## src/pkg/psl_pkg.sv

```systemverilog
package psl_pkg;

    // register byte offsets
    localparam logic [11:0] ctrl_offset = 12'h000;
    localparam logic [11:0] lamp_offset = 12'h004;
    localparam logic [11:0] status_offset = 12'h008;
    localparam logic [11:0] mask_offset = 12'h00c;
    localparam logic [11:0] cond_offset = 12'h010;

    // ctrl register field positions
    localparam int ctrl_video_en_bit = 0;
    localparam int ctrl_page_done_bit = 1;
    localparam int ctrl_cmd_go_bit = 2;
    localparam logic [31:0] ctrl_reset = 32'h0000_0000;
    localparam logic [31:0] mask_reset = 32'h0000_0000;

    // status register event bits
    localparam int ev_jam_bit = 0;
    localparam int ev_error_bit = 1;
    localparam int ev_paper_bit = 2;
    localparam int ev_stop_bit = 3;
    localparam int ev_resp_bit = 4;
    localparam int ev_width = 5;

    // flash timing: half period of the lamp flash
    localparam int flash_half_ms = 250;
    localparam int clk_khz = 50000;
    localparam int flash_half_cycles = flash_half_ms * clk_khz;
    localparam int div_width = 24;

    // synchroniser depth for outside inputs
    localparam int sync_depth = 3;

    // lamp drive states
    typedef enum logic [1:0]
    {
        psl_lamp_off_type_v = 2'b00,
        psl_lamp_on_type_v = 2'b01,
        psl_lamp_flash_type_v = 2'b10
    } psl_lamp_mode_type;

    // printer conditions as seen from the pins
    typedef struct packed
    {
        logic warmup;
        logic ready;
        logic operating;
        logic error;
        logic cover_open;
        logic toner_low;
        logic cart_bad;
        logic paper_out;
        logic tray_missing;
        logic manual_ready;
        logic paper_jam;
    } psl_cond_type;

    localparam int cond_width = 11;

    // four lamp drive outputs
    typedef struct packed
    {
        logic ready_green;
        logic toner_orange;
        logic paper_red;
        logic jam_red;
    } psl_lamps_type;

    // video streaming states
    typedef enum logic [1:0]
    {
        psl_vid_idle_type_v = 2'b00,
        psl_vid_send_type_v = 2'b01,
        psl_vid_stop_type_v = 2'b10
    } psl_vid_state_type;

endpackage

```

## src/rtl/psl_sync.sv

```systemverilog
`timescale 1ns/1ps
module psl_sync
(
    // clock and reset
    input wire logic pclk,
    input wire logic presetn,
    // raw and settled conditions
    input wire logic [psl_pkg::cond_width-1:0] raw,
    output logic [psl_pkg::cond_width-1:0] clean
);

    logic [psl_pkg::cond_width-1:0] st1;
    logic [psl_pkg::cond_width-1:0] st2;
    logic [psl_pkg::cond_width-1:0] st3;
    logic [psl_pkg::cond_width-1:0] next_clean;

    // accept a change only when stages two and three agree
    always_comb
    begin
        for (int i = 0; i < psl_pkg::cond_width; i++)
        begin
            next_clean[i] = (st2[i] == st3[i]) ? st2[i] : clean[i];
        end
    end

    // three stage chain, first stage feeds only the second
    always_ff @(posedge pclk or negedge presetn)
    begin
        if (!presetn)
        begin
            st1 <= '0;
            st2 <= '0;
            st3 <= '0;
            clean <= '0;
        end
        else
        begin
            st1 <= raw;
            st2 <= st1;
            st3 <= st2;
            clean <= next_clean;
        end
    end

endmodule

```

## src/rtl/psl_flash_div.sv

```systemverilog
`timescale 1ns/1ps
module psl_flash_div
#(
    parameter int half_cycles = psl_pkg::flash_half_cycles
)
(
    // clock and reset
    input wire logic pclk,
    input wire logic presetn,
    // shared flash phase and its toggle pulse
    output logic phase,
    output logic tick
);

    logic [psl_pkg::div_width-1:0] count;
    logic [psl_pkg::div_width-1:0] next_count;
    logic next_phase;
    logic wrap;

    // one counter for every lamp keeps flashing lamps in phase
    always_comb
    begin
        wrap = (count == psl_pkg::div_width'(half_cycles - 1));
        next_count = wrap ? '0 : count + 1'b1;
        next_phase = wrap ? ~phase : phase;
    end

    assign tick = wrap;

    // divider state
    always_ff @(posedge pclk or negedge presetn)
    begin
        if (!presetn)
        begin
            count <= '0;
            phase <= 1'b0;
        end
        else
        begin
            count <= next_count;
            phase <= next_phase;
        end
    end

endmodule

```

## src/rtl/psl_status_lamps.sv

```systemverilog
`timescale 1ns/1ps
// What this block does
// green lamp flashes during warmup and while operating.
// green lamp steady when warmed up and ready.
// green lamp off on error or cover open, or if not ready and neither warming up nor operating.
// orange lamp steady while toner needs replacement.
// orange lamp flashes on bad cartridge install, else off.
// red paper lamp steady on no paper or missing tray.
// red paper lamp flashes while manual feed is ready.
// jam lamp lights on a jam and latches until cleared.
// on any error both red lamps flash together.
// video bits flow until page done or paper-out, jam, error.
// send parameter commands to engine and watch returned status.
// all flashing lamps share one divider so they stay in phase.
// joint error flash overrides the paper and jam lamp states.
module psl_status_lamps
#(
    parameter int flash_half_cycles = psl_pkg::flash_half_cycles
)
(
    // clock and reset
    input wire logic pclk,
    input wire logic presetn,
    // apb slave
    input wire logic psel,
    input wire logic penable,
    input wire logic pwrite,
    input wire logic [11:0] paddr,
    input wire logic [31:0] pwdata,
    output logic [31:0] prdata,
    output logic pready,
    output logic pslverr,
    // printer conditions from pins
    input wire psl_pkg::psl_cond_type cond_in,
    // front panel lamps
    output psl_pkg::psl_lamps_type lamps,
    // video to engine_controller
    input wire logic video_bit,
    output logic video_out,
    output logic video_active,
    // command and status with engine_controller
    output logic [7:0] cmd_data,
    output logic cmd_valid,
    input wire logic [7:0] engine_status,
    input wire logic engine_status_valid,
    // interrupt
    output logic irq
);

    psl_pkg::psl_cond_type cond;
    logic [psl_pkg::cond_width-1:0] cond_clean;
    logic flash_phase;
    logic status_strobe_s1;
    logic status_strobe_s2;
    logic status_strobe_s3;
    logic [7:0] status_s1;
    logic [7:0] status_s2;
    logic [7:0] engine_stat;
    logic [7:0] next_engine_stat;

    // settle the printer conditions
    psl_sync u_sync
    (
        .pclk(pclk),
        .presetn(presetn),
        .raw(cond_in),
        .clean(cond_clean)
    );

    assign cond = cond_clean;

    // shared flash source
    psl_flash_div #(.half_cycles(flash_half_cycles)) u_div
    (
        .pclk(pclk),
        .presetn(presetn),
        .phase(flash_phase),
        .tick()
    );

    // lamp mode to drive level
    function automatic logic lamp_drive(input psl_pkg::psl_lamp_mode_type m, input logic ph);
        case (m)
            psl_pkg::psl_lamp_on_type_v: lamp_drive = 1'b1;
            psl_pkg::psl_lamp_flash_type_v: lamp_drive = ph;
            default: lamp_drive = 1'b0;
        endcase
    endfunction

    // ---- lamp state
    logic jam_latch;
    logic next_jam_latch;
    psl_pkg::psl_lamp_mode_type mode_green;
    psl_pkg::psl_lamp_mode_type mode_toner;
    psl_pkg::psl_lamp_mode_type mode_paper;
    psl_pkg::psl_lamp_mode_type mode_jam;
    psl_pkg::psl_lamps_type next_lamps;

    // lamp decisions; error outranks the individual red states
    always_comb
    begin
        // jam stays lit until the jam input reports cleared
        next_jam_latch = cond.paper_jam ? 1'b1 : (jam_latch & cond.paper_jam);
        if (cond.error || cond.cover_open)
        begin
            mode_green = psl_pkg::psl_lamp_off_type_v;
        end
        else if (cond.warmup || cond.operating)
        begin
            mode_green = psl_pkg::psl_lamp_flash_type_v;
        end
        else if (cond.ready)
        begin
            mode_green = psl_pkg::psl_lamp_on_type_v;
        end
        else
        begin
            mode_green = psl_pkg::psl_lamp_off_type_v;
        end
        // replacement wins over misinstall when both are reported
        if (cond.toner_low)
        begin
            mode_toner = psl_pkg::psl_lamp_on_type_v;
        end
        else if (cond.cart_bad)
        begin
            mode_toner = psl_pkg::psl_lamp_flash_type_v;
        end
        else
        begin
            mode_toner = psl_pkg::psl_lamp_off_type_v;
        end
        if (cond.error)
        begin
            mode_paper = psl_pkg::psl_lamp_flash_type_v;
            mode_jam = psl_pkg::psl_lamp_flash_type_v;
        end
        else
        begin
            if (cond.paper_out || cond.tray_missing)
            begin
                mode_paper = psl_pkg::psl_lamp_on_type_v;
            end
            else if (cond.manual_ready)
            begin
                mode_paper = psl_pkg::psl_lamp_flash_type_v;
            end
            else
            begin
                mode_paper = psl_pkg::psl_lamp_off_type_v;
            end
            mode_jam = jam_latch ? psl_pkg::psl_lamp_on_type_v : psl_pkg::psl_lamp_off_type_v;
        end
        // one phase for all so joint flashing is in step
        next_lamps.ready_green = lamp_drive(mode_green, flash_phase);
        next_lamps.toner_orange = lamp_drive(mode_toner, flash_phase);
        next_lamps.paper_red = lamp_drive(mode_paper, flash_phase);
        next_lamps.jam_red = lamp_drive(mode_jam, flash_phase);
    end

    // lamp registers
    always_ff @(posedge pclk or negedge presetn)
    begin
        if (!presetn)
        begin
            jam_latch <= 1'b0;
            lamps <= '0;
        end
        else
        begin
            jam_latch <= next_jam_latch;
            lamps <= next_lamps;
        end
    end

    // ---- register file
    logic [31:0] ctrl;
    logic [31:0] next_ctrl;
    logic [psl_pkg::ev_width-1:0] status;
    logic [psl_pkg::ev_width-1:0] next_status;
    logic [psl_pkg::ev_width-1:0] mask;
    logic [psl_pkg::ev_width-1:0] next_mask;
    logic [psl_pkg::ev_width-1:0] events;
    logic [31:0] prdata_comb;
    logic next_cmd_valid;
    logic [7:0] next_cmd_data;
    logic wr_en;
    logic addr_ok;

    // ---- video streaming
    psl_pkg::psl_vid_state_type vid_state;
    psl_pkg::psl_vid_state_type next_vid_state;
    logic stop_cause;
    logic next_video_out;
    logic prev_jam;
    logic prev_err;
    logic prev_paper;

    assign stop_cause = cond.paper_out | cond.paper_jam | cond.error;
    assign wr_en = psel & penable & pwrite;
    assign addr_ok = (paddr == psl_pkg::ctrl_offset) | (paddr == psl_pkg::lamp_offset) |
                     (paddr == psl_pkg::status_offset) | (paddr == psl_pkg::mask_offset) |
                     (paddr == psl_pkg::cond_offset);
    assign pready = 1'b1;
    assign pslverr = psel & penable & ~addr_ok;

    // video streams until page done or a stop condition
    always_comb
    begin
        next_vid_state = vid_state;
        case (vid_state)
            psl_pkg::psl_vid_idle_type_v:
            begin
                if (ctrl[psl_pkg::ctrl_video_en_bit] && !stop_cause)
                begin
                    next_vid_state = psl_pkg::psl_vid_send_type_v;
                end
            end
            psl_pkg::psl_vid_send_type_v:
            begin
                if (stop_cause)
                begin
                    next_vid_state = psl_pkg::psl_vid_stop_type_v;
                end
                else if (ctrl[psl_pkg::ctrl_page_done_bit] || !ctrl[psl_pkg::ctrl_video_en_bit])
                begin
                    next_vid_state = psl_pkg::psl_vid_idle_type_v;
                end
            end
            psl_pkg::psl_vid_stop_type_v:
            begin
                // stay stopped until software drops the enable
                if (!ctrl[psl_pkg::ctrl_video_en_bit])
                begin
                    next_vid_state = psl_pkg::psl_vid_idle_type_v;
                end
            end
            default: next_vid_state = psl_pkg::psl_vid_idle_type_v;
        endcase
        next_video_out = (vid_state == psl_pkg::psl_vid_send_type_v) & ~stop_cause & video_bit;
    end

    // rising edges of faults and the stop become events
    always_comb
    begin
        events = '0;
        events[psl_pkg::ev_jam_bit] = cond.paper_jam & ~prev_jam;
        events[psl_pkg::ev_error_bit] = cond.error & ~prev_err;
        events[psl_pkg::ev_paper_bit] = cond.paper_out & ~prev_paper;
        events[psl_pkg::ev_stop_bit] = (vid_state == psl_pkg::psl_vid_send_type_v) & stop_cause;
        events[psl_pkg::ev_resp_bit] = status_strobe_s2 & ~status_strobe_s3;
    end

    // bus decode; an event beats a write-one clear in the same cycle
    always_comb
    begin
        next_ctrl = ctrl;
        next_mask = mask;
        next_status = status;
        next_cmd_valid = 1'b0;
        next_cmd_data = cmd_data;
        next_engine_stat = (status_strobe_s2 & ~status_strobe_s3) ? status_s2 : engine_stat;
        // page done is a one-shot request
        next_ctrl[psl_pkg::ctrl_page_done_bit] = 1'b0;
        next_ctrl[psl_pkg::ctrl_cmd_go_bit] = 1'b0;
        if (wr_en)
        begin
            case (paddr)
                psl_pkg::ctrl_offset:
                begin
                    next_ctrl = pwdata;
                    next_cmd_data = pwdata[15:8];
                    next_cmd_valid = pwdata[psl_pkg::ctrl_cmd_go_bit];
                end
                psl_pkg::status_offset: next_status = status & ~pwdata[psl_pkg::ev_width-1:0];
                psl_pkg::mask_offset: next_mask = pwdata[psl_pkg::ev_width-1:0];
                default: next_mask = mask;
            endcase
        end
        next_status = next_status | events;
    end

    // with pready tied high the read comes combinationally from state
    always_comb
    begin
        prdata_comb = 32'h0000_0000;
        case (paddr)
            psl_pkg::ctrl_offset: prdata_comb = {ctrl[31:3], 1'b0, ctrl[1:0]};
            psl_pkg::lamp_offset: prdata_comb = {20'h00000, engine_stat, lamps};
            psl_pkg::status_offset: prdata_comb = {27'h0000000, status};
            psl_pkg::mask_offset: prdata_comb = {27'h0000000, mask};
            psl_pkg::cond_offset: prdata_comb = {21'h000000, cond_clean};
            default: prdata_comb = 32'h0000_0000;
        endcase
    end

    assign prdata = prdata_comb;

    // status strobe from engine arrives from outside: synchronise
    always_ff @(posedge pclk or negedge presetn)
    begin
        if (!presetn)
        begin
            status_strobe_s1 <= 1'b0;
            status_strobe_s2 <= 1'b0;
            status_strobe_s3 <= 1'b0;
            status_s1 <= 8'h00;
            status_s2 <= 8'h00;
        end
        else
        begin
            status_strobe_s1 <= engine_status_valid;
            status_strobe_s2 <= status_strobe_s1;
            status_strobe_s3 <= status_strobe_s2;
            status_s1 <= engine_status;
            status_s2 <= status_s1;
        end
    end

    // register and video state
    always_ff @(posedge pclk or negedge presetn)
    begin
        if (!presetn)
        begin
            ctrl <= psl_pkg::ctrl_reset;
            mask <= psl_pkg::mask_reset[psl_pkg::ev_width-1:0];
            status <= '0;
            cmd_valid <= 1'b0;
            cmd_data <= 8'h00;
            engine_stat <= 8'h00;
            vid_state <= psl_pkg::psl_vid_idle_type_v;
            video_out <= 1'b0;
            prev_jam <= 1'b0;
            prev_err <= 1'b0;
            prev_paper <= 1'b0;
        end
        else
        begin
            ctrl <= next_ctrl;
            mask <= next_mask;
            status <= next_status;
            cmd_valid <= next_cmd_valid;
            cmd_data <= next_cmd_data;
            engine_stat <= next_engine_stat;
            vid_state <= next_vid_state;
            video_out <= next_video_out;
            prev_jam <= cond.paper_jam;
            prev_err <= cond.error;
            prev_paper <= cond.paper_out;
        end
    end

    assign video_active = (vid_state == psl_pkg::psl_vid_send_type_v);
    assign irq = |(status & mask);

endmodule

```

## config.mk

```make
export PLATFORM = sky130hd
export DESIGN_NAME = psl_status_lamps
export DESIGN_NICKNAME = d
export VERILOG_FILES = /design/src/pkg/psl_pkg.sv /design/src/rtl/psl_sync.sv /design/src/rtl/psl_flash_div.sv /design/src/rtl/psl_status_lamps.sv
export SDC_FILE = /design/constraint.sdc
export NUM_CORES = 1
export LEC_CHECK = 0
export ABC_AREA = 1
export BUFFER_PORTS_ARGS = -buffer_cell sky130_fd_sc_hd__clkbuf_2
export CAP_MARGIN = 20
export CORE_ASPECT_RATIO = 1.25
export CORE_MARGIN = 2
export CORE_UTILIZATION = 30
export DETAILED_ROUTE_END_ITERATION = 12
export SKIP_LAST_GASP = 1
export SYNTH_ARGS = -nofsm -noshare
export SYNTH_HDL_FRONTEND = slang
export SYNTH_SLANG_ARGS = --single-unit
```

## constraint.sdc

```tcl
create_clock -name pclk -period 1.6 [get_ports pclk]
set_clock_uncertainty 0.15 [all_clocks]
set_input_delay 0.32 -clock pclk [delete_from_list [all_inputs] [get_ports pclk]]
set_output_delay 0.32 -clock pclk [all_outputs]
set_load 0.02 [all_outputs]
```

==> results.md <==
- Fin crit share: 1.179
- CP Launch Type: input port
- IO Count: 120
- Area grow syn2layout: 44.13%
- RePlAce Congestion: 0.8242
- Routed wire length: 15450 um
- Hold Crit Class: in -> reg
- RR Endpoint: lamps[1]
- Most common cell after layout, fill and taps aside: nand2_1
- Largest fanout on the critical path: 20
- Die width: 134.3 um
- Lkg Pwr: 4.387 nW
- Crit path capture type: output port
- Final nets: 997
- Worst EP required: 1.13 ns
- IO Port Bufs: 118
- Syn Area/Cell: 9.028 sq um
- Share of layout cells above drive strength 1: 0.3073
- CP Data Arrival Time: 1.42 ns
- WL per Instance: 12.79 um
- Drt first-iter violations: 246
- Pwr Density: 936.1 nW/um^2
- Final min period: 1.887 ns
- CTS tree: yes
- Post-Syn Area: 6365 sq um
- DRC Markers: 0
- H-tree depth: 4
- Endpoint, Worst Hold: ctrl[0]
- Via Count: 5245
- # Max-Cap Violations: 0
- Post-synth top area share: 0.5858
- Synth cell types: 32
- Fin. max-slew vios: 0
- Initial antenna violation count: 0
- Die H: 166.9 um
- Largest net degree at the start of global routing: 33
- HP Start: pwdata[0]
- First-pass GRT wire length: 25700 um
- GRT Overall Usage: 0.1441
- Register-to-Register Path Depth: 7
- Clk root buf: clkbuf_16
- Final Core Density: 0.4407
- DR vias/cell: 4.342
- R2R Setup Slk: 0.05 ns
- Crit Reg-Reg Startpoint: u_sync.clean[2]
- Clk_lat worst skew: 0.42 ns
- Synth Instances: 705
- Worst slack, placed: -0.2841 ns
- Yosys top cell by area: dfrtp_1
- Yosys reg bits: 149
- WHS Path Cells: 3
- Core Footprint: 20820 sq um
- Peak Freq: 0.5301 GHz
- DRT Pass-1 Iters: 4
- Ys async rst share: 1.000
- N_diodes: 0
- RSZ-0062 raised after global routing: true
- Post-DP HPWL: 11150 um
- GR Overflow Total: 0
- Outcome: finished, violations left
- Synthesized Nets: 780
- Warnings, synthesis: 0
- Clock Sinks: 149
- Final Hold Viols: 0
- Final worst setup slack: -0.2865 ns
- Largest cells by area after synthesis: dfrtp_1 (59%), nand2_1 (11%), nand3_1 (6.0%)
- Failing checks: setup timing
- Die ar.: 22400 sq um
- CTS clk-pin slew, worst paths: 0.06 ns
- Post-synth EDFFs: 0
- Top FF cell, synth: dfrtp_1
- VDD IR max: 0.7270 mV
- Vias in the first global route: 5343
- Post-synthesis sequential area ratio: 0.5858
- Total CTS buffers: 17
- Critical path class: in -> out
- Final setup vio count: 34
- Starting Density: 0.3057
- CTS Buffer Depth: 2
- # rows: 59
- Antenna-violating nets left: 0
- Commonest cells after routing, fill and taps aside: nand2_1 (171), dfrtp_1 (148), clkbuf_2 (102), inv_1 (78), nand3_1 (69)
[state kept, by name (all words and copies together) (netlist names), 2 cells and up]
name          cells
status_s2         8
mask              5
engine_stat       8
lamps             4
cmd_data          7
u_sync.st1       11
u_sync.st3       11
status_s1         8
ctrl             24
u_sync.st2       11
u_div.count      24
u_sync.clean     11
vid_state         2
status            5
[metal layers]
layer	vias up	GRT usage	wire length (um)
li1	2622	-	-
met1	2482	0.1674	6363
met2	124	0.2606	8208
met3	17	0.03379	668
met4	0	0.04439	213
met5	-	0	0
[how the worst max path moves through the flow]
stage | start | endpoint | slack (ns) | cells past startpoint
after floorplan | paddr[0] | prdata[5] | -0.09 | 6
after detailed placement | paddr[7] | prdata[5] | -0.28 | 8
after global placement | paddr[9] | prdata[4] | -0.29 | 10
final | paddr[0] | prdata[19] | -0.29 | 8
after CTS | paddr[0] | prdata[12] | -0.28 | 8
after global routing | paddr[0] | prdata[4] | -0.36 | 10
[cell usage after synthesis, types with 2 or more instances]
cell type and number:
xor2_1 9, ha_1 5, mux2_2 8, nor2_1 97, buf_6 3, inv_1 82
nor2_2 6, xnor2_1 2, o21ai_0 22, nand3_1 76, nand2_4 2, nor3_1 4
nand2_1 179, nand4_1 6, dfrtp_1 149, buf_2 5, o211ai_1 3, nor2_4 3
maj3_1 11, a21oi_1 5, inv_2 2, buf_4 12, clkbuf_1 5
[area by class of cell]
class	instances	area (sq um)
multi-input cells	446	2469
well taps	274	342.8
fillers	2017	11640
clock inverters	9	127.6
inverters	85	326.6
repair buffers	223	1714
clock buffers	22	464.2
flip-flops and latches	149	3730
[critical path, stage by stage]
cell and delay (ns):
clkbuf_2 0.10, nor2_4 0.12, nand2_2 0.08, nor2_4 0.16, nand2_4 0.12, buf_12 0.21
nor2_4 0.11, clkbuf_2 0.18
[power by group]
group	internal [mW]	switching, mW
Clock	2.52	1.49
Sequential	3.91	0.0690
Combinational	0.302	0.289
[per-stage QoR]
| step | std cells | setup TNS (ns) | hold WS [ns] | power (mW) | instance area [sq um] |
|---|---|---|---|---|---|
| final | 1208 | -8.395 | 0.02436 | 8.587 | 9174 |
| after global routing | 1208 | -11.16 | 0.02444 | 8.915 | 9174 |
| after CTS | 1201 | -8.613 | 0.008106 | 8.676 | 9049 |
| after detailed placement | 1114 | -13.61 | 0.08991 | 4.517 | 7795 |
| after global placement | 1114 | -12.84 | 0.08644 | 4.504 | 7795 |
| after floorplan | 705 | -0.7495 | -0.1256 | 4.200 | 6621 |
[cell families after synthesis]
group           Yosys count  synth area share
simple gates            377            0.2510
flops                   149            0.5858
buf+inv                 110           0.07726
compound gates           33           0.02890
fa+ha+maj                16           0.02713
xor+xnor                 11           0.01514
mux                       8           0.01415
other cells               1         0.0005892
[timing repair]
action                                  in CTS  in global routing
pin swaps                                   11                  4
hold buffers                                50                  0
gates resized for setup                     32                 36
buffers inserted                             6                  6
gates cloned                                 0                  1
endpoints found under the hold margin      198                  0
endpoints found under the setup margin      37                 50
No activity file was read; power rests on OpenSTA's default activity.
